`src/shared/origin_return_defs.vh`:
```
// Purpose: Constants for the origin return sequencer
// Assumes: APB byte addresses, 32-bit data
// Notes: Definitions only
`ifndef ORIGIN_RETURN_DEFS_VH
`define ORIGIN_RETURN_DEFS_VH

// Register byte offsets
`define ADDR_ENV_CFG 8'h00
`define ADDR_COMMAND 8'h04
`define ADDR_STATUS 8'h08
`define ADDR_W 8

// Environment register fields
`define METHOD_LSB 0
`define METHOD_MSB 3
`define ZCOUNT_LSB 4
`define ZCOUNT_MSB 7
`define ENV_RESET 8'h00

// Command register fields
`define OPCODE_MSB 4
`define CMD_HIGH_SPEED_BIT 8
`define OP_RETURN_POS 5'h10
`define OP_RETURN_NEG 5'h18

// Status register fields
`define ST_BUSY_BIT 0
`define ST_DONE_BIT 1
`define ST_BADCMD_BIT 2
`define ST_DIR_BIT 3
`define ST_ORG_BIT 4
`define ST_EZ_BIT 5
`define ST_STATE_LSB 8
`define ST_STATE_MSB 10
`define ST_ZCNT_LSB 12
`define ST_ZCNT_MSB 15

// Method codes
`define METHOD_0 4'h0
`define METHOD_1 4'h1
`define METHOD_2 4'h2
`define METHOD_3 4'h3
`define METHOD_4 4'h4
`define METHOD_5 4'h5

// Speed selection on the drive side
`define SPEED_CONST 2'h0
`define SPEED_HIGH 2'h1
`define SPEED_SEARCH 2'h2

`endif

```
`src/hdl/origin_return_sequencer.v`:
```
// Purpose: Origin return sequencer for one pulse-train axis
// Assumes: Pulse generator on core_clk reports ramp_stopped
// Notes: APB slave, one wait state on every access
// Behaviour
// - Four-bit method field selects methods 0 to 5
// - Method 0 stops on origin, by speed
// - Method 0 clears counter at origin on
// - Method 1 reverses at constant speed until origin off
// - Method 1 returns at search speed, stops on origin
// - Method 1 clears counter at origin on
// - Method 2 constant: count zero pulses, stop instantly
// - Method 2 high: decelerate while counting, stop instantly
// - Method 2 clears counter at count end
// - Method 3 constant: count then stop instantly
// - Method 3 high: count, then decelerate stop
// - Methods 3 to 5 clear counter at count end
// - Method 4 stops, reverses at search speed
// - Method 4 counts after origin off, stops instantly
// - Method 5 stops, reverses, then counts
// - Method 5 final stop instant or decelerating
// - Count field holds count minus one, 0-15
// - Start codes run until completion condition met
`timescale 1ns/1ps
`include "origin_return_defs.vh"

module origin_return_sequencer (
	input wire core_clk,
	input wire resetn,
	input wire psel,
	input wire penable,
	input wire pwrite,
	input wire [31:0] paddr,
	input wire [31:0] pwdata,
	output reg [31:0] prdata,
	output reg pready,
	output reg pslverr,
	input wire origin_sensor,
	input wire encoder_zero_pulse,
	input wire ramp_stopped,
	output reg drive_run_r,
	output reg drive_dir_r,
	output reg [1:0] speed_sel_r,
	output reg decel_r,
	output reg counter_clear_r,
	output reg done_r
);

// Sequencer states
localparam ST_IDLE = 3'd0;
localparam ST_FEED = 3'd1;
localparam ST_HALT = 3'd2;
localparam ST_REV = 3'd3;
localparam ST_SEARCH = 3'd4;
localparam ST_COUNT = 3'd5;
localparam ST_FINAL = 3'd6;

reg [7:0] env_r;
reg [2:0] state_r;
reg high_speed_r;
reg start_dir_r;
reg [3:0] zcnt_r;
reg bad_cmd_r;
reg org_d_r;
reg ez_d_r;
wire org_lvl;
wire ez_lvl;
wire org_rise;
wire org_fall;
wire ez_rise;
wire [3:0] method;
wire [3:0] zcount_target;
wire bus_take;
wire wr_take;
wire [`ADDR_W-1:0] addr;
wire addr_ok;
wire [4:0] opcode;
wire start_ok;
wire start_req;
wire count_end;
reg [31:0] rdata_mux;
reg finish_evt;

////////////////////////////////////////////////////////////////////////
// Pin synchronisers
pin_sync u_org_sync (
	.core_clk(core_clk),
	.resetn(resetn),
	.pin_in(origin_sensor),
	.level_r(org_lvl)
);

pin_sync u_ez_sync (
	.core_clk(core_clk),
	.resetn(resetn),
	.pin_in(encoder_zero_pulse),
	.level_r(ez_lvl)
);

// Edge detection on filtered levels only
assign org_rise = org_lvl & ~org_d_r;
assign org_fall = ~org_lvl & org_d_r;
assign ez_rise = ez_lvl & ~ez_d_r;

////////////////////////////////////////////////////////////////////////
// APB decode, takes effect on the edge that samples pready high
assign bus_take = psel & penable & pready;
assign wr_take = bus_take & pwrite;
assign addr = paddr[`ADDR_W-1:0];
assign addr_ok = (paddr[31:`ADDR_W] == 24'h000000) &&
	((addr == `ADDR_ENV_CFG) || (addr == `ADDR_COMMAND) || (addr == `ADDR_STATUS));

// Environment fields
assign method = env_r[`METHOD_MSB:`METHOD_LSB];
assign zcount_target = env_r[`ZCOUNT_MSB:`ZCOUNT_LSB];

// Start command decode; unsupported methods are refused
assign opcode = pwdata[`OPCODE_MSB:0];
assign start_ok = (method <= `METHOD_5) && (state_r == ST_IDLE);
assign start_req = wr_take && (addr == `ADDR_COMMAND) && paddr[31:`ADDR_W] == 24'h000000 &&
	((opcode == `OP_RETURN_POS) || (opcode == `OP_RETURN_NEG));

// Field holds count minus one, so match ends the count
assign count_end = ez_rise && (zcnt_r == zcount_target);

////////////////////////////////////////////////////////////////////////
// Read data selection; environment register reads as zero
always @* begin
	rdata_mux = 32'h00000000;
	if (addr == `ADDR_STATUS) begin
		rdata_mux[`ST_BUSY_BIT] = (state_r != ST_IDLE);
		rdata_mux[`ST_DONE_BIT] = done_r;
		rdata_mux[`ST_BADCMD_BIT] = bad_cmd_r;
		rdata_mux[`ST_DIR_BIT] = drive_dir_r;
		rdata_mux[`ST_ORG_BIT] = org_lvl;
		rdata_mux[`ST_EZ_BIT] = ez_lvl;
		rdata_mux[`ST_STATE_MSB:`ST_STATE_LSB] = state_r;
		rdata_mux[`ST_ZCNT_MSB:`ST_ZCNT_LSB] = zcnt_r;
	end
end

////////////////////////////////////////////////////////////////////////
// APB slave: one wait state, error on unmapped address
always @(posedge core_clk or negedge resetn) begin
	if (!resetn) begin
		pready <= 1'b0;
		pslverr <= 1'b0;
		prdata <= 32'h00000000;
		env_r <= `ENV_RESET;
	end else begin
		pready <= psel & penable & ~pready;
		pslverr <= psel & penable & ~pready & ~addr_ok;
		if (psel & penable & ~pready) begin
			prdata <= addr_ok ? rdata_mux : 32'h00000000;
		end
		// Method changes while running would corrupt the sequence
		if (wr_take && addr_ok && (addr == `ADDR_ENV_CFG) && (state_r == ST_IDLE)) begin
			env_r <= pwdata[`ZCOUNT_MSB:`METHOD_LSB];
		end
	end
end

////////////////////////////////////////////////////////////////////////
// Sticky flags: hardware set wins over software clear
always @(posedge core_clk or negedge resetn) begin
	if (!resetn) begin
		done_r <= 1'b0;
		bad_cmd_r <= 1'b0;
	end else begin
		if (wr_take && addr_ok && (addr == `ADDR_STATUS)) begin
			if (pwdata[`ST_DONE_BIT]) begin
				done_r <= 1'b0;
			end
			if (pwdata[`ST_BADCMD_BIT]) begin
				bad_cmd_r <= 1'b0;
			end
		end
		if (finish_evt) begin
			done_r <= 1'b1;
		end
		if (start_req && !start_ok) begin
			bad_cmd_r <= 1'b1;
		end
	end
end

////////////////////////////////////////////////////////////////////////
// Completion event seen by the flag logic
always @* begin
	finish_evt = 1'b0;
	case (state_r)
		ST_FEED: finish_evt = org_rise && (method == `METHOD_0) && !high_speed_r;
		ST_SEARCH: finish_evt = org_rise;
		ST_COUNT: finish_evt = count_end &&
			!(high_speed_r && ((method == `METHOD_3) || (method == `METHOD_5)));
		ST_FINAL: finish_evt = ramp_stopped;
		default: finish_evt = 1'b0;
	endcase
end

////////////////////////////////////////////////////////////////////////
// Origin return sequence
always @(posedge core_clk or negedge resetn) begin
	if (!resetn) begin
		state_r <= ST_IDLE;
		high_speed_r <= 1'b0;
		start_dir_r <= 1'b0;
		zcnt_r <= 4'h0;
		org_d_r <= 1'b0;
		ez_d_r <= 1'b0;
		drive_run_r <= 1'b0;
		drive_dir_r <= 1'b0;
		speed_sel_r <= `SPEED_CONST;
		decel_r <= 1'b0;
		counter_clear_r <= 1'b0;
	end else begin
		org_d_r <= org_lvl;
		ez_d_r <= ez_lvl;
		counter_clear_r <= 1'b0;
		case (state_r)
			ST_IDLE: begin
				// Feed until the completion condition is met
				if (start_req && start_ok) begin
					high_speed_r <= pwdata[`CMD_HIGH_SPEED_BIT];
					start_dir_r <= (opcode == `OP_RETURN_NEG);
					drive_dir_r <= (opcode == `OP_RETURN_NEG);
					speed_sel_r <= pwdata[`CMD_HIGH_SPEED_BIT] ? `SPEED_HIGH : `SPEED_CONST;
					drive_run_r <= 1'b1;
					decel_r <= 1'b0;
					zcnt_r <= 4'h0;
					state_r <= ST_FEED;
				end
			end
			ST_FEED: begin
				if (org_rise) begin
					zcnt_r <= 4'h0;
					case (method)
						`METHOD_0: begin
							counter_clear_r <= 1'b1;
							if (high_speed_r) begin
								decel_r <= 1'b1;
								state_r <= ST_FINAL;
							end else begin
								drive_run_r <= 1'b0;
								state_r <= ST_IDLE;
							end
						end
						`METHOD_2: begin
							// High speed ramps down while counting
							decel_r <= high_speed_r;
							state_r <= ST_COUNT;
						end
						`METHOD_3: begin
							state_r <= ST_COUNT;
						end
						default: begin
							// Methods 1, 4, 5 stop before reversing
							if (high_speed_r) begin
								decel_r <= 1'b1;
							end else begin
								drive_run_r <= 1'b0;
							end
							state_r <= ST_HALT;
						end
					endcase
				end
			end
			ST_HALT: begin
				// Wait for the drive to report standstill
				if (ramp_stopped) begin
					decel_r <= 1'b0;
					drive_run_r <= 1'b1;
					drive_dir_r <= ~start_dir_r;
					if (method == `METHOD_4) begin
						speed_sel_r <= `SPEED_SEARCH;
					end else if (method == `METHOD_5) begin
						speed_sel_r <= high_speed_r ? `SPEED_HIGH : `SPEED_CONST;
					end else begin
						speed_sel_r <= `SPEED_CONST;
					end
					state_r <= ST_REV;
				end
			end
			ST_REV: begin
				if (org_fall) begin
					if (method == `METHOD_1) begin
						drive_dir_r <= start_dir_r;
						speed_sel_r <= `SPEED_SEARCH;
						state_r <= ST_SEARCH;
					end else begin
						zcnt_r <= 4'h0;
						state_r <= ST_COUNT;
					end
				end
			end
			ST_SEARCH: begin
				if (org_rise) begin
					drive_run_r <= 1'b0;
					counter_clear_r <= 1'b1;
					state_r <= ST_IDLE;
				end
			end
			ST_COUNT: begin
				if (count_end) begin
					counter_clear_r <= 1'b1;
					if (high_speed_r && ((method == `METHOD_3) || (method == `METHOD_5))) begin
						decel_r <= 1'b1;
						state_r <= ST_FINAL;
					end else begin
						drive_run_r <= 1'b0;
						decel_r <= 1'b0;
						state_r <= ST_IDLE;
					end
				end else if (ez_rise) begin
					zcnt_r <= zcnt_r + 4'h1;
				end
			end
			ST_FINAL: begin
				// Deceleration stop ends when the ramp reaches rest
				if (ramp_stopped) begin
					decel_r <= 1'b0;
					drive_run_r <= 1'b0;
					state_r <= ST_IDLE;
				end
			end
			default: begin
				state_r <= ST_IDLE;
				drive_run_r <= 1'b0;
				decel_r <= 1'b0;
			end
		endcase
	end
end

endmodule // origin_return_sequencer

```
`src/hdl/pin_sync.v`:
```
// Purpose: Three-stage synchroniser with agreement filter
// Assumes: Input asynchronous to core_clk
// Notes: Output changes only when stages two and three agree
`timescale 1ns/1ps

module pin_sync (
	input wire core_clk,
	input wire resetn,
	input wire pin_in,
	output reg level_r
);

reg s1_r;
reg s2_r;
reg s3_r;

////////////////////////////////////////////////////////////////////////
// First stage feeds only the second
always @(posedge core_clk or negedge resetn) begin
	if (!resetn) begin
		s1_r <= 1'b0;
		s2_r <= 1'b0;
		s3_r <= 1'b0;
		level_r <= 1'b0;
	end else begin
		s1_r <= pin_in;
		s2_r <= s1_r;
		s3_r <= s2_r;
		// Accept a change once two later stages agree
		if (s2_r == s3_r) begin
			level_r <= s3_r;
		end
	end
end

endmodule // pin_sync

```
`config.mk`:
```
export PLATFORM = sky130hd
export DESIGN_NAME = origin_return_sequencer
export DESIGN_NICKNAME = d
export VERILOG_FILES = /design/src/hdl/origin_return_sequencer.v /design/src/hdl/pin_sync.v
export VERILOG_INCLUDE_DIRS = /design/src /design/src/shared
export SDC_FILE = /design/constraint.sdc
export NUM_CORES = 1
export LEC_CHECK = 0
export BUFFER_PORTS_ARGS = -buffer_cell sky130_fd_sc_hd__buf_4
export CAP_MARGIN = 15
export CORE_MARGIN = 1.5
export CORE_UTILIZATION = 46
export CTS_CLUSTER_DIAMETER = 200
export DETAILED_ROUTE_END_ITERATION = 10
export PLACE_DENSITY = 0.78
export SYNTH_ARGS = -nofsm -noshare
export SYNTH_HDL_FRONTEND = slang
export SYNTH_SLANG_ARGS = --single-unit
```
`constraint.sdc`:
```
create_clock -name core_clk -period 4.1 [get_ports core_clk]
set_input_delay 0.205 -clock core_clk [delete_from_list [all_inputs] [get_ports core_clk]]
set_output_delay 0.205 -clock core_clk [all_outputs]
set_load 0.02 [all_outputs]
```
* Word-level counts from Yosys, hierarchy flattened
Index checks and enable logic that the tools add are counted.
Cells by class: $add $sub $neg 1, magnitude comparators 1, eq/ne operators 35, multiplexer cells 66, bitwise logic cells 16, reduce and logical (&&, ||, !) cells 45
Operators with widths (count):
- $mux W1 | 32
- $mux W3 | 10
- $mux W4 | 7
- $ne A2 B2 Y1 const B | 14
- $logic_not A24 Y1 | 1
- $pmux W3 S7 | 1
- $reduce_and A7 Y1 | 3
- $logic_and A1 B1 Y1 | 16
- $mux W16 | 1
- $pmux W4 S4 | 1
- $eq A5 B5 Y1 const B | 2
- $mux W2 | 5
- $reduce_and A10 Y1 | 1
- $eq A3 B3 Y1 const B | 3
- $and A1 B1 Y1 | 8
- $eq A4 B2 Y1 const B | 2
- $eq A4 B3 Y1 const B | 2
- $eq A8 B3 Y1 const B | 1
- $eq A8 B4 Y1 const B | 1
- $logic_not A8 Y1 | 1
- $not A1 Y1 | 8
- $reduce_bool A2 Y1 | 4
- $pmux W1 S7 | 1
- $eq A3 B2 Y1 const B | 2
- other kinds (24) | 37
Word-level totals: register bits 69, input bits 72, output and inout bits 41, logic and storage cells 189

* Logic depth before layout (Yosys ltp)
Gate-level depths: netlist (run 1).
depth in word-level cells 9, gate-level depth with buffers 7, mapped depth without buffers 6

* Hierarchy
Synthesis (run 1) repeated with hierarchy kept, for this count alone.
Unflattened totals: cells, all modules 264, area, all modules 2737.6 um^2
Modules (own cells, without submodules):
- origin_return_sequencer | instances 1, cells each 254, area each 2514.9 um^2, sequential area each 1051.0 um^2
- pin_sync | instances 2, cells each 5, area each 111.4 um^2, sequential area each 100.1 um^2

* Worst setup path after synthesis (run 1)
OpenSTA, ideal clock, no wires.
path kind register -> register, from reg state_r[0], to reg zcnt_r[3], setup time 126 ps, arrival 1955 ps, data required time 3974 ps, slack 2019 ps, stages on the path, launching flop included 8, path buffers 1, period minus slack after synthesis 2081 ps, cells stage by stage dfrtp_1 buf_2 or3_4 a211oi_2 nand4_1 o21bai_2 nand3_2 a221o_1
Between the ends: word-level cells in the longest chain between the ends 5, elaborated cells on any way between the ends 15, those cells by class eq/ne (9); mux (1); reduce/logical (5)
RTL lines:
- start, declared | RTL line origin_return_sequencer.v:58 | reg [2:0] state_r;
- start signal, assigned | RTL line origin_return_sequencer.v:204 | state_r <= ST_IDLE;
- start signal, assigned | RTL line origin_return_sequencer.v:230 | state_r <= ST_FEED;
- start signal, assigned | RTL line origin_return_sequencer.v:241 | state_r <= ST_FINAL;
- $logic_not A3 Y1 | RTL line origin_return_sequencer.v:118, origin_return_sequencer.v:219
- $logic_and A1 B1 Y1 | RTL line origin_return_sequencer.v:118 | assign start_ok = (method <= `METHOD_5) && (state_r == ST_IDLE);
- $logic_and A1 B1 Y1 | RTL line origin_return_sequencer.v:222 | if (start_req && start_ok) begin
- $ne A2 B1 Y1 (no line)
- $reduce_and A7 Y1 (no line)
- end signal, assigned | RTL line origin_return_sequencer.v:314 | zcnt_r <= zcnt_r + 4'h1;
- end, declared | RTL line origin_return_sequencer.v:61 | reg [3:0] zcnt_r;
Several ways; a longest one is shown, not always the timed one. A chain may end at the register's enable or synchronous reset.

* Worst setup path after layout (run 1)
from reg state_r[0], to reg zcnt_r[2]
The elaborated chain is that of the path after synthesis.

==> results of run 1 <==
-- state kept, by name, indices dropped and copies added, names as in the netlist, 2 cells and up --
signal       flops
zcnt_r           4
state_r          3
speed_sel_r      2
prdata          13
env_r            8
-- cell families after synthesis --
family | after synthesis | synth area share, %
other cells | 1 | 0.142
buf+inv | 42 | 8.83
compound gates | 54 | 15.4
xor+xnor | 6 | 1.99
mux | 17 | 7.22
fa+ha+maj | 3 | 1.23
simple gates | 85 | 17.7
flops | 50 | 47.5
-- worst register-to-register path, cell delays in order, from the launching register on --
cell and delay [ps]:
dfrtp_1 600, or3_4 510, a211oi_2 280, nand4_1 150, o21bai_2 310, nand3_2 180, a221o_1 390
-- cells in the mapped netlist, types with 2 or more instances --
master | instances | share of area (%)
clkbuf_1 | 10 | 1.4
nor3_1 | 3 | 0.57
inv_1 | 8 | 1.1
a221o_1 | 2 | 0.76
a31oi_1 | 3 | 0.71
nor4_1 | 11 | 2.6
or2_2 | 2 | 0.47
buf_4 | 19 | 5.4
and2_1 | 2 | 0.47
nand4_1 | 2 | 0.47
or3_1 | 2 | 0.47
nor2_1 | 17 | 2.4
mux2_2 | 16 | 6.8
o31ai_1 | 6 | 1.7
dfrtp_1 | 50 | 47
nor3b_1 | 3 | 0.85
maj3_1 | 2 | 0.76
o21ai_0 | 8 | 1.5
a22o_1 | 14 | 4.7
nor2b_1 | 4 | 0.95
nand2b_1 | 4 | 0.95
nor4_2 | 2 | 0.95
o32ai_1 | 2 | 0.66
nand3_1 | 5 | 0.95
or4_1 | 2 | 0.57
xnor2_1 | 2 | 0.66
buf_2 | 3 | 0.57
xor2_1 | 4 | 1.3
a21oi_1 | 9 | 1.7
nand2_1 | 20 | 2.8
-- worst max-delay path by stage --
stage                     cells after the start        from   endpoint
after global routing                          6  state_r[0]  zcnt_r[3]
final                                         6  state_r[0]  zcnt_r[2]
after global placement                        6    paddr[1]  prdata[9]
after CTS                                     6  state_r[0]  zcnt_r[3]
after detailed placement                      6    paddr[1]  prdata[9]
after floorplan                               7  state_r[0]  zcnt_r[3]
-- what timing repair did --
item | in CTS | in global routing
endpoints found under the hold margin | 51 | 1
endpoints found under the setup margin | 0 | 0
hold buffers | 2 | 1
buffers inserted | 0 | 0
-- stage by stage --
step	worst slack, ps	cells	hold WS [ps]
final	1560	396	141
after global routing	1430	396	122
after floorplan	2020	276	-90.6
after global placement	1630	385	255
after detailed placement	1590	385	253
after CTS	1560	395	2.04
-- per-layer routing --
layer	routed length (um)	track usage, %	up-vias
li1	-	-	1026
met1	2650	28.3	1028
met2	2800	32.2	57
met3	267	4.77	6
met4	53	4.82	0
met5	0	0	-
-- cell type report --
class	count	area share [%]
flip-flops and latches	50	38.4
multi-input cells	184	37.4
clock inverters	3	1.34
well taps	72	2.76
repair buffers	73	17.0
inverters	9	1.04
clock buffers	5	2.11
-- power by group through the flow --
stage / Sequential, uW / Combinational, uW / Clock [uW]
3_5_place_dp: 521 / 94.1 / 0
3_3_place_gp: 521 / 92.7 / 0
5_1_grt: 513 / 105 / 383
2_1_floorplan: 526 / 44.9 / 0
6_report: 511 / 95.9 / 345
4_1_cts: 511 / 95.9 / 354
==> metrics, run 1 <==
CP delay by family, top compound AO/OA/AOI/OAI gates; Hold Vio Cnt, Final 0; Internal between 700 and 800 uW; Cell Rows 27; I/O Pins 113; R2R depth 6; fmax approximately 0.39 GHz; final worst path period share about 62%; CTS tree yes; worst slew pin tran around 1100 ps; min-delay src pwdata[7]; die area 6190 um2; worst min path class input pin to flip-flop; hold depth 2; critical path peak fanout 18; number of vias per cell about 5.3; final setup violation count 0; critical path type flip-flop to flip-flop; Multi-input gate area 1220 um2; Layout area overhead 23.8%; Sw Pwr between 200 and 250 uW; drt first pass iters 4; RSZ-0062 raised after global routing no; Initial Util between 40% and 50%; wire per inst roughly 15 um; final clock skew between 6 and 7 ps; crit-path max cell delay 600 ps; yosys warns 0; I/O Buffers 70; post-synthesis sequential element count 50; GRT overflow 0; WP data required around 4300 ps; status completed; Yosys cell types between 50 and 60; Tot Pwr 952 uW; post-cts resize count 0; CTS Buf Count 5; dpl cell area around 3100 um2; via count 2117; die width 78.7 um; WHS Endpoint env_r[7]; FF-to-FF Start state_r[0]; Clk pwr share a little over a third; reg2reg end zcnt_r[2]; Syn Inst Count about 260; fin area between 3000 and 4000 um2; CP Launch Type flip-flop; diodes inserted 0; VDD IR max around 0.22 mV; pwr dens roughly 290 nW/um2; WP buf/inv 0; GP Congestion 0.885; Mean Syn Cell Area a little over 10 um2; reg2reg setup slack 1560 ps; Total Neg Setup Slack 0 ps; clock latency on the worst-skew pair 300 ps; Post-synth EDFFs 0; most frequent cells in the layout buf_4, dfrtp_1, nand2_1; Slew Limit Fails 0; top_reg_cell synth dfrtp_1; FILL cells between 400 and 500; Global Route Usage Sum around a fifth; Chip Height between 70 and 80 um; total of max-cap violations 0; Clk pin slew, worst setup/hold paths 90 ps; asr flop ratio synth between 90% and 100%; Detailed Route Iter0 Violations 91; clock sinks 50; H-tree levels 2; largest net degree at the start of global routing approximately 50; first-pass GRT wire length a little under 10 mm; CP max stage cell dfrtp_1; CTS root buf clkbuf_8; Final ANT Viol Nets 0; worst-path cell chain or3_4 > a211oi_2 > nand4_1 > o21bai_2 > nand3_2 > a221o_1; initial antenna violation count 0; Worst EP arrival between 2000 and 3000 ps; drt total wl roughly 5.8 mm; core area 5510 um2; most common cell after layout, fill and taps aside buf_4; combinational share of power 10.1%; max-slew headroom at the worst pin 25.4%; vias in the first global route slightly above 2000; Worst Setup End Kind flip-flop; layout cells sized above 1 32.1%; Leak around 0.0016 uW; sw frac ~23%; fin crit period about 2500 ps; post-layout util 59.2%; DRC Markers 0; clk buf depth 2; Sequential Area ~1300 um2; Reg power frac a little over half; Netlist Area Pre-Place 2640 um2; HPWL after DPL ~4.4 mm; fin nets 396; Seq/Total Area, Yosys a little under half
No activity file was read; power rests on OpenSTA's default activity.
==> run 2: changes to the inputs <==
--- a/config.mk
+++ b/config.mk
@@ -6,13 +6,14 @@
 export SDC_FILE = /design/constraint.sdc
 export NUM_CORES = 1
 export LEC_CHECK = 0
+export ABC_AREA = 1
 export BUFFER_PORTS_ARGS = -buffer_cell sky130_fd_sc_hd__buf_4
 export CAP_MARGIN = 15
 export CORE_MARGIN = 1.5
-export CORE_UTILIZATION = 46
+export CORE_UTILIZATION = 44
 export CTS_CLUSTER_DIAMETER = 200
 export DETAILED_ROUTE_END_ITERATION = 10
-export PLACE_DENSITY = 0.78
+export PLACE_DENSITY = 0.76
 export SYNTH_ARGS = -nofsm -noshare
 export SYNTH_HDL_FRONTEND = slang
 export SYNTH_SLANG_ARGS = --single-unit
==> constraint.sdc (replaced) <==
create_clock -name core_clk -period 2 [get_ports core_clk]
set_input_delay 0.1 -clock core_clk [delete_from_list [all_inputs] [get_ports core_clk]]
set_output_delay 0.1 -clock core_clk [all_outputs]
set_load 0.02 [all_outputs]
==> metrics, run 2 <==
Internal 1500 uW (+110%); GP Congestion 0.902 (+1.9%); Global Route Usage Sum 20.2% (-0.20 points); max reg flops 13 (unchanged); drt first pass iters 4 (unchanged); final clock skew 8.53 ps (+1.93 ps); drt total wl 6.63 mm (+15%); hold depth 3 (+1); CP Launch Type flip-flop; Final ANT Viol Nets 0 (unchanged); vias in the first global route 2559 (+27%); FILL cells 591 (+22%); fin crit period 1820 ps (-713 ps); die area 6930 um2 (+12%); CTS tree yes; Yosys cell types 38 (-25%); GRT overflow 0 (unchanged); Worst Setup End Kind flip-flop; post-synthesis simple-gate area fraction 34.0% (+16 points); Mean Syn Cell Area 7.75 um2 (-24%); max-slew headroom at the worst pin 58.0% (+33 points); Initial Util 45.2% (-2.7 points); post-synthesis compound-gate area fraction 6.66% (-8.7 points); I/O Buffers 70 (unchanged); sw frac 24.3% (+1.2 points); critical path type flip-flop to flip-flop; core area 6280 um2 (+14%); Synth area leaders dfrtp_1, nand2_1, buf_4; most frequent cells in the layout nand2_1, buf_4, dfrtp_1; Syn Inst Count 366 (+42%); largest net degree at the start of global routing 51 (unchanged); Post-synth EDFFs 0 (unchanged); Sw Pwr 482 uW (+120%); wire per inst 12.7 um (-13%); Layout area overhead 23.9% (about the same); CTS root buf clkbuf_8; cell taking the most area after synthesis dfrtp_1; fmax 0.548 GHz (+39%); yosys warns 0 (unchanged); clk buf depth 2 (unchanged); Slew Limit Fails 0 (unchanged); I/O Pins 113 (unchanged); Post-Synth Adder-Cell Area 1.15% (-0.087 points); Tot Pwr 1980 uW (+110%); VDD IR max 0.416 mV (+86%); via count 2584 (+22%); post-synthesis mux area share 0% (-7.2 points); Sequential Area 1250 um2 (unchanged); largest family of logic cells by synthesized area simple AND/OR/NAND/NOR gates; Chip Height 83.3 um (+5.8%); asr flop ratio synth 100% (unchanged); first-pass GRT wire length 11.5 mm (+17%); Netlist Area Pre-Place 2840 um2 (+7.6%); HPWL after DPL 5.03 mm (+13%); most frequent cell after synthesis nand2_1; final setup violation count 0 (unchanged); Leak 0.00189 uW (+20%); Biggest register prdata; fin nets 516 (+30%); total of max-cap violations 0 (unchanged); status completed; diodes inserted 0 (unchanged); pwr dens 565 nW/um2 (+94%); post-cts resize count 0 (unchanged); R2R depth 11 (+5); Multi-input gate area 1290 um2 (+6.1%); Clk pwr share 35.7% (-0.5 points); Hold Vio Cnt, Final 0 (unchanged); number of vias per cell 4.97 (-7.0%); top flop regs prdata (13), env_r (8), zcnt_r (4); DRC Markers 0 (unchanged); Clk pin slew, worst setup/hold paths 90 ps (about the same); Synth top area share 44.1% (-3.4 points); RSZ-0062 raised after global routing no; clock latency on the worst-skew pair 310 ps (about the same); Total Neg Setup Slack 0 ps (unchanged); final worst path period share 91.2% (+29 points); die width 83.3 um (+5.8%); WP data required 2200 ps (-2080 ps); post-synthesis xor/xnor area fraction 1.24% (-0.76 points); worst min path class input pin to flip-flop; post-synthesis sequential element count 50 (unchanged); CTS Buf Count 5 (unchanged); worst slew pin tran 629 ps (-481 ps); initial antenna violation count 0 (unchanged); Worst EP arrival 2020 ps (-700 ps); H-tree levels 2 (unchanged); Detailed Route Iter0 Violations 157 (+73%); Cell Rows 29 (+7.4%); Reg power frac 53.0% (-0.7 points); Seq/Total Area, Yosys 44.1% (-3.4 points); top_reg_cell synth dfrtp_1; layout cells sized above 1 25.7% (-6.4 points); critical path peak fanout 5 (-13); clock sinks 50 (unchanged); most common cell after layout, fill and taps aside nand2_1; Commonest cells post-synth nand2_1, dfrtp_1, inv_1; combinational share of power 11.3% (+1.2 points)
-- run 2: worst max-delay path, cell delays in order (launching register included) --
cell	delay [ps]
dfrtp_1	380
inv_1	60
nor2_1	220
nand3_1	100
nor2_1	180
nand2_1	70
nand2_1	90
inv_2	50
nor2_2	190
nand4_1	200
nand2_1	100
nand2_1	60
-- run 2: power by group through the flow --
stage          registers [uW]  logic [uW]  clock network [uW]
3_5_place_dp             1070         221                   0
2_1_floorplan            1080         106                   0
6_report                 1050         224                 709
3_3_place_gp             1070         216                   0
5_1_grt                  1060         246                 752
4_1_cts                  1050         226                 719
-- run 2: path summary, 6_finish.rpt --
| kind | start | to | slack, ps |
|---|---|---|---|
| min in group asynchronous | resetn | prdata[5] | 340 |
| max | u_ez_sync.level_r | state_r[1] | 180 |
| min | pwdata[7] | env_r[7] | 30 |
| min reg2reg | u_ez_sync.s1_r | u_ez_sync.s2_r | 360 |
| max in group asynchronous | resetn | env_r[7] | 1230 |
| max reg2reg | u_ez_sync.level_r | state_r[1] | 180 |
-- run 2: routing by layer --
metal  wire, um  vias up  share of wire, %  track usage [%]
met1       2920     1222                44             25.8
met5          0        -                 0                0
met4        110        0               1.7             6.06
met2       3260       68                49             34.9
li1           -     1278                 -                -
met3        336       16               5.1             3.78
-- run 2: cell type report --
cell class | instances | area share [%]
Multi-Input combinational cell | 260 | 36.8
Timing Repair Buffer | 75 | 16.2
Sequential cell | 50 | 35.6
Inverter | 51 | 5.52
Tap cell | 77 | 2.74
Clock inverter | 2 | 1.10
Clock buffer | 5 | 1.96
-- run 2: cells by family (layout without fill, tap and decap cells) --
logic type	Yosys count	in the layout
and+or+nand+nor	201	201
buffers and inverters	74	133
DFF	50	50
AOI/OAI and AO/OA	33	33
xor gates and xnor gates	4	4
adders and majority gates	3	3
other	1	19
-- run 2: what timing repair did --
item,4_1_cts,5_1_grt
buffers inserted,0,0
setup endpoints to repair,0,0
endpoints found under the hold margin,52,0
hold buffers,3,0
-- run 2: through the flow --
stage	instance area, um2	hold slack (ps)	setup slack (ps)	utilization [%]	cells
after floorplan	2900	-196	532	-	384
after global placement	3370	154	312	53.8	510
after detailed placement	3370	161	271	53.8	510
after CTS	3510	33.8	218	55.9	520
after global routing	3510	44.9	5.18	55.9	520
final	3510	31.6	176	55.9	520
==> run 3: changes to the inputs <==
--- a/config.mk
+++ b/config.mk
@@ -6,11 +6,10 @@
 export SDC_FILE = /design/constraint.sdc
 export NUM_CORES = 1
 export LEC_CHECK = 0
-export ABC_AREA = 1
 export BUFFER_PORTS_ARGS = -buffer_cell sky130_fd_sc_hd__buf_4
 export CAP_MARGIN = 15
 export CORE_MARGIN = 1.5
-export CORE_UTILIZATION = 44
+export CORE_UTILIZATION = 43
 export CTS_CLUSTER_DIAMETER = 200
 export DETAILED_ROUTE_END_ITERATION = 10
 export PLACE_DENSITY = 0.76
==> metrics, run 3 (synthesis gave the netlist of run 1 again) <==
crit-path max cell delay 410 ps (+30 ps); critical path type flip-flop to flip-flop; R2R depth 6 (-5); Chip Height 81.3 um (-2.4%); sw frac 24.8% (+0.44 points); VDD IR max 0.416 mV (about the same); min-delay src pwdata[5]; H-tree levels 2 (unchanged); fin nets 427 (-17%); Detailed Route Iter0 Violations 154 (-1.9%); CP max stage cell or3_4; Biggest register prdata; wire per inst 15.3 um (+20%); Global Route Usage Sum 21.1% (+0.89 points); CTS Buf Count 5 (unchanged); Clk pin slew, worst setup/hold paths 90 ps (about the same); Reg power frac 55.6% (+2.6 points); failing checks setup timing; CTS root buf clkbuf_8; Tot Pwr 1880 uW (-5.1%); final clock skew 7.52 ps (-1.01 ps); total of max-cap violations 0 (unchanged); most common cell after layout, fill and taps aside buf_4; I/O Pins 113 (unchanged); layout cells sized above 1 41.7% (+16 points); first-pass GRT wire length 10.5 mm (-8.5%); WHS Endpoint env_r[5]; drt total wl 6.59 mm (-0.54%); GRT overflow 0 (unchanged); fmax 0.499 GHz (-9.1%); WP data required 2190 ps (about the same); critical path peak fanout 5 (unchanged); most frequent cells in the layout buf_4, dfrtp_1, nand2_1, conb_1; Hold Vio Cnt, Final 0 (unchanged); HPWL after DPL 4.96 mm (-1.5%); I/O Buffers 70 (unchanged); hold depth 2 (-1); die area 6610 um2 (-4.7%); Layout area overhead 35.7%; die width 81.3 um (-2.4%); GP Congestion 0.947 (+5.0%); vias in the first global route 2189 (-14%); via count 2303 (-11%); final setup violation count 2 (+2); largest net degree at the start of global routing 51 (unchanged); RSZ-0062 raised after global routing yes; Clk pwr share 33.2% (-2.5 points); drt first pass iters 4 (unchanged); Worst Setup End Kind flip-flop; Initial Util 44.5% (-0.66 points); core area 5920 um2 (-5.7%); initial antenna violation count 0 (unchanged); Internal 1420 uW (-5.7%); worst min path class input pin to flip-flop; post-layout util 60.4% (+4.4 points); diodes inserted 0 (unchanged); CTS tree yes; worst-path cell chain or3_4 > a211oi_2 > nand4_1 > o21bai_4 > nand3_4 > a221o_1; reg2reg end zcnt_r[2]; Cell Rows 28 (-3.4%); fin crit period 2010 ps (+182 ps); clock latency on the worst-skew pair 300 ps (about the same); Leak 0.00173 uW (-8.2%); pwr dens 526 nW/um2 (-6.8%); DRC Markers 0 (unchanged); worst slew pin tran 626 ps (-3.04 ps); max reg flops 13 (unchanged); Sw Pwr 466 uW (-3.4%); CP Launch Type flip-flop; Worst EP arrival 2200 ps (+180 ps); Slew Limit Fails 0 (unchanged); clk buf depth 2 (unchanged); status finished with violations; top flop regs prdata (13), env_r (8), zcnt_r (4); max-slew headroom at the worst pin 58.3% (+0.20 points); Final ANT Viol Nets 0 (unchanged); clock sinks 50 (unchanged); number of vias per cell 5.36 (+7.8%); final worst path period share 100% (+9.1 points); fin worst setup slack -5.81 ps (-182 ps); reg2reg setup slack -6 ps (-180 ps); FF-to-FF Start state_r[2]; combinational share of power 11.2% (about the same)
==> run 3: repair_timing <==
| action | in CTS | in global routing |
|---|---|---|
| pin swaps | 2 | 5 |
| gates resized for setup | 5 | 14 |
| endpoints found under the setup margin | 5 | 17 |
| setup buffers | 0 | 1 |
| hold buffers | 3 | 0 |
| endpoints found under the hold margin | 52 | 0 |
==> run 3: final cells by class <==
| type | count | area [um2] |
|---|---|---|
| clock buffer | 6 | 82.6 |
| clock inverter | 2 | 17.5 |
| fill | 516 | 2340 |
| inverter | 9 | 33.8 |
| multi-input combinational | 184 | 1300 |
| sequential | 50 | 1250 |
| tap | 75 | 93.8 |
| timing repair buffer | 104 | 796 |
==> run 3: critical path: cells and delay by family, from the launching register on <==
| family | cells | cell delay [ps] |
|---|---|---|
| compound gates | 3 | 790 |
| flops | 1 | 400 |
| simple gates | 3 | 710 |
==> run 3: through the flow <==
stage	cells	hold WS, ps	setup WS [ps]	TNS [ps]	area, um2
finish	430	23.4	-5.81	-7.73	3580
global route	430	14.6	-91.4	-661	3580
CTS	429	15.2	-5.88	-8.00	3510
detailed placement	418	156	-87.2	-558	3350
global placement	418	152	-81.8	-199	3350
floorplan	276	-196	0.861	0	2710
==> run 3: worst max-delay path by stage <==
stage | from | to | slack, ps | cells after the start
final | state_r[2] | zcnt_r[2] | -6 | 6
after floorplan | state_r[1] | zcnt_r[3] | 0.9 | 7
after detailed placement | paddr[19] | zcnt_r[2] | -90 | 7
after CTS | state_r[2] | state_r[0] | -6 | 6
after global routing | env_r[6] | state_r[0] | -90 | 8
after global placement | paddr[19] | zcnt_r[3] | -80 | 7
==> run 3: layer usage <==
| layer | track usage [%] | vias to the layer above | wire, um |
|---|---|---|---|
| met1 | 27.6 | 1127 | 2970 |
| met2 | 35.0 | 74 | 3220 |
| met3 | 4.83 | 8 | 335 |
| li1 | - | 1094 | - |
| met5 | 0 | - | 0 |
| met4 | 5.69 | 0 | 65 |
==> run 3: power groups by stage <==
stage                     sequential [uW]  clock, uW  combinational [uW]
after floorplan                      1080          0                92.0
after global placement               1070          0                 201
after detailed placement             1070          0                 204
after CTS                            1050        640                 210
after global routing                 1050        681                 229
final                                1050        624                 211
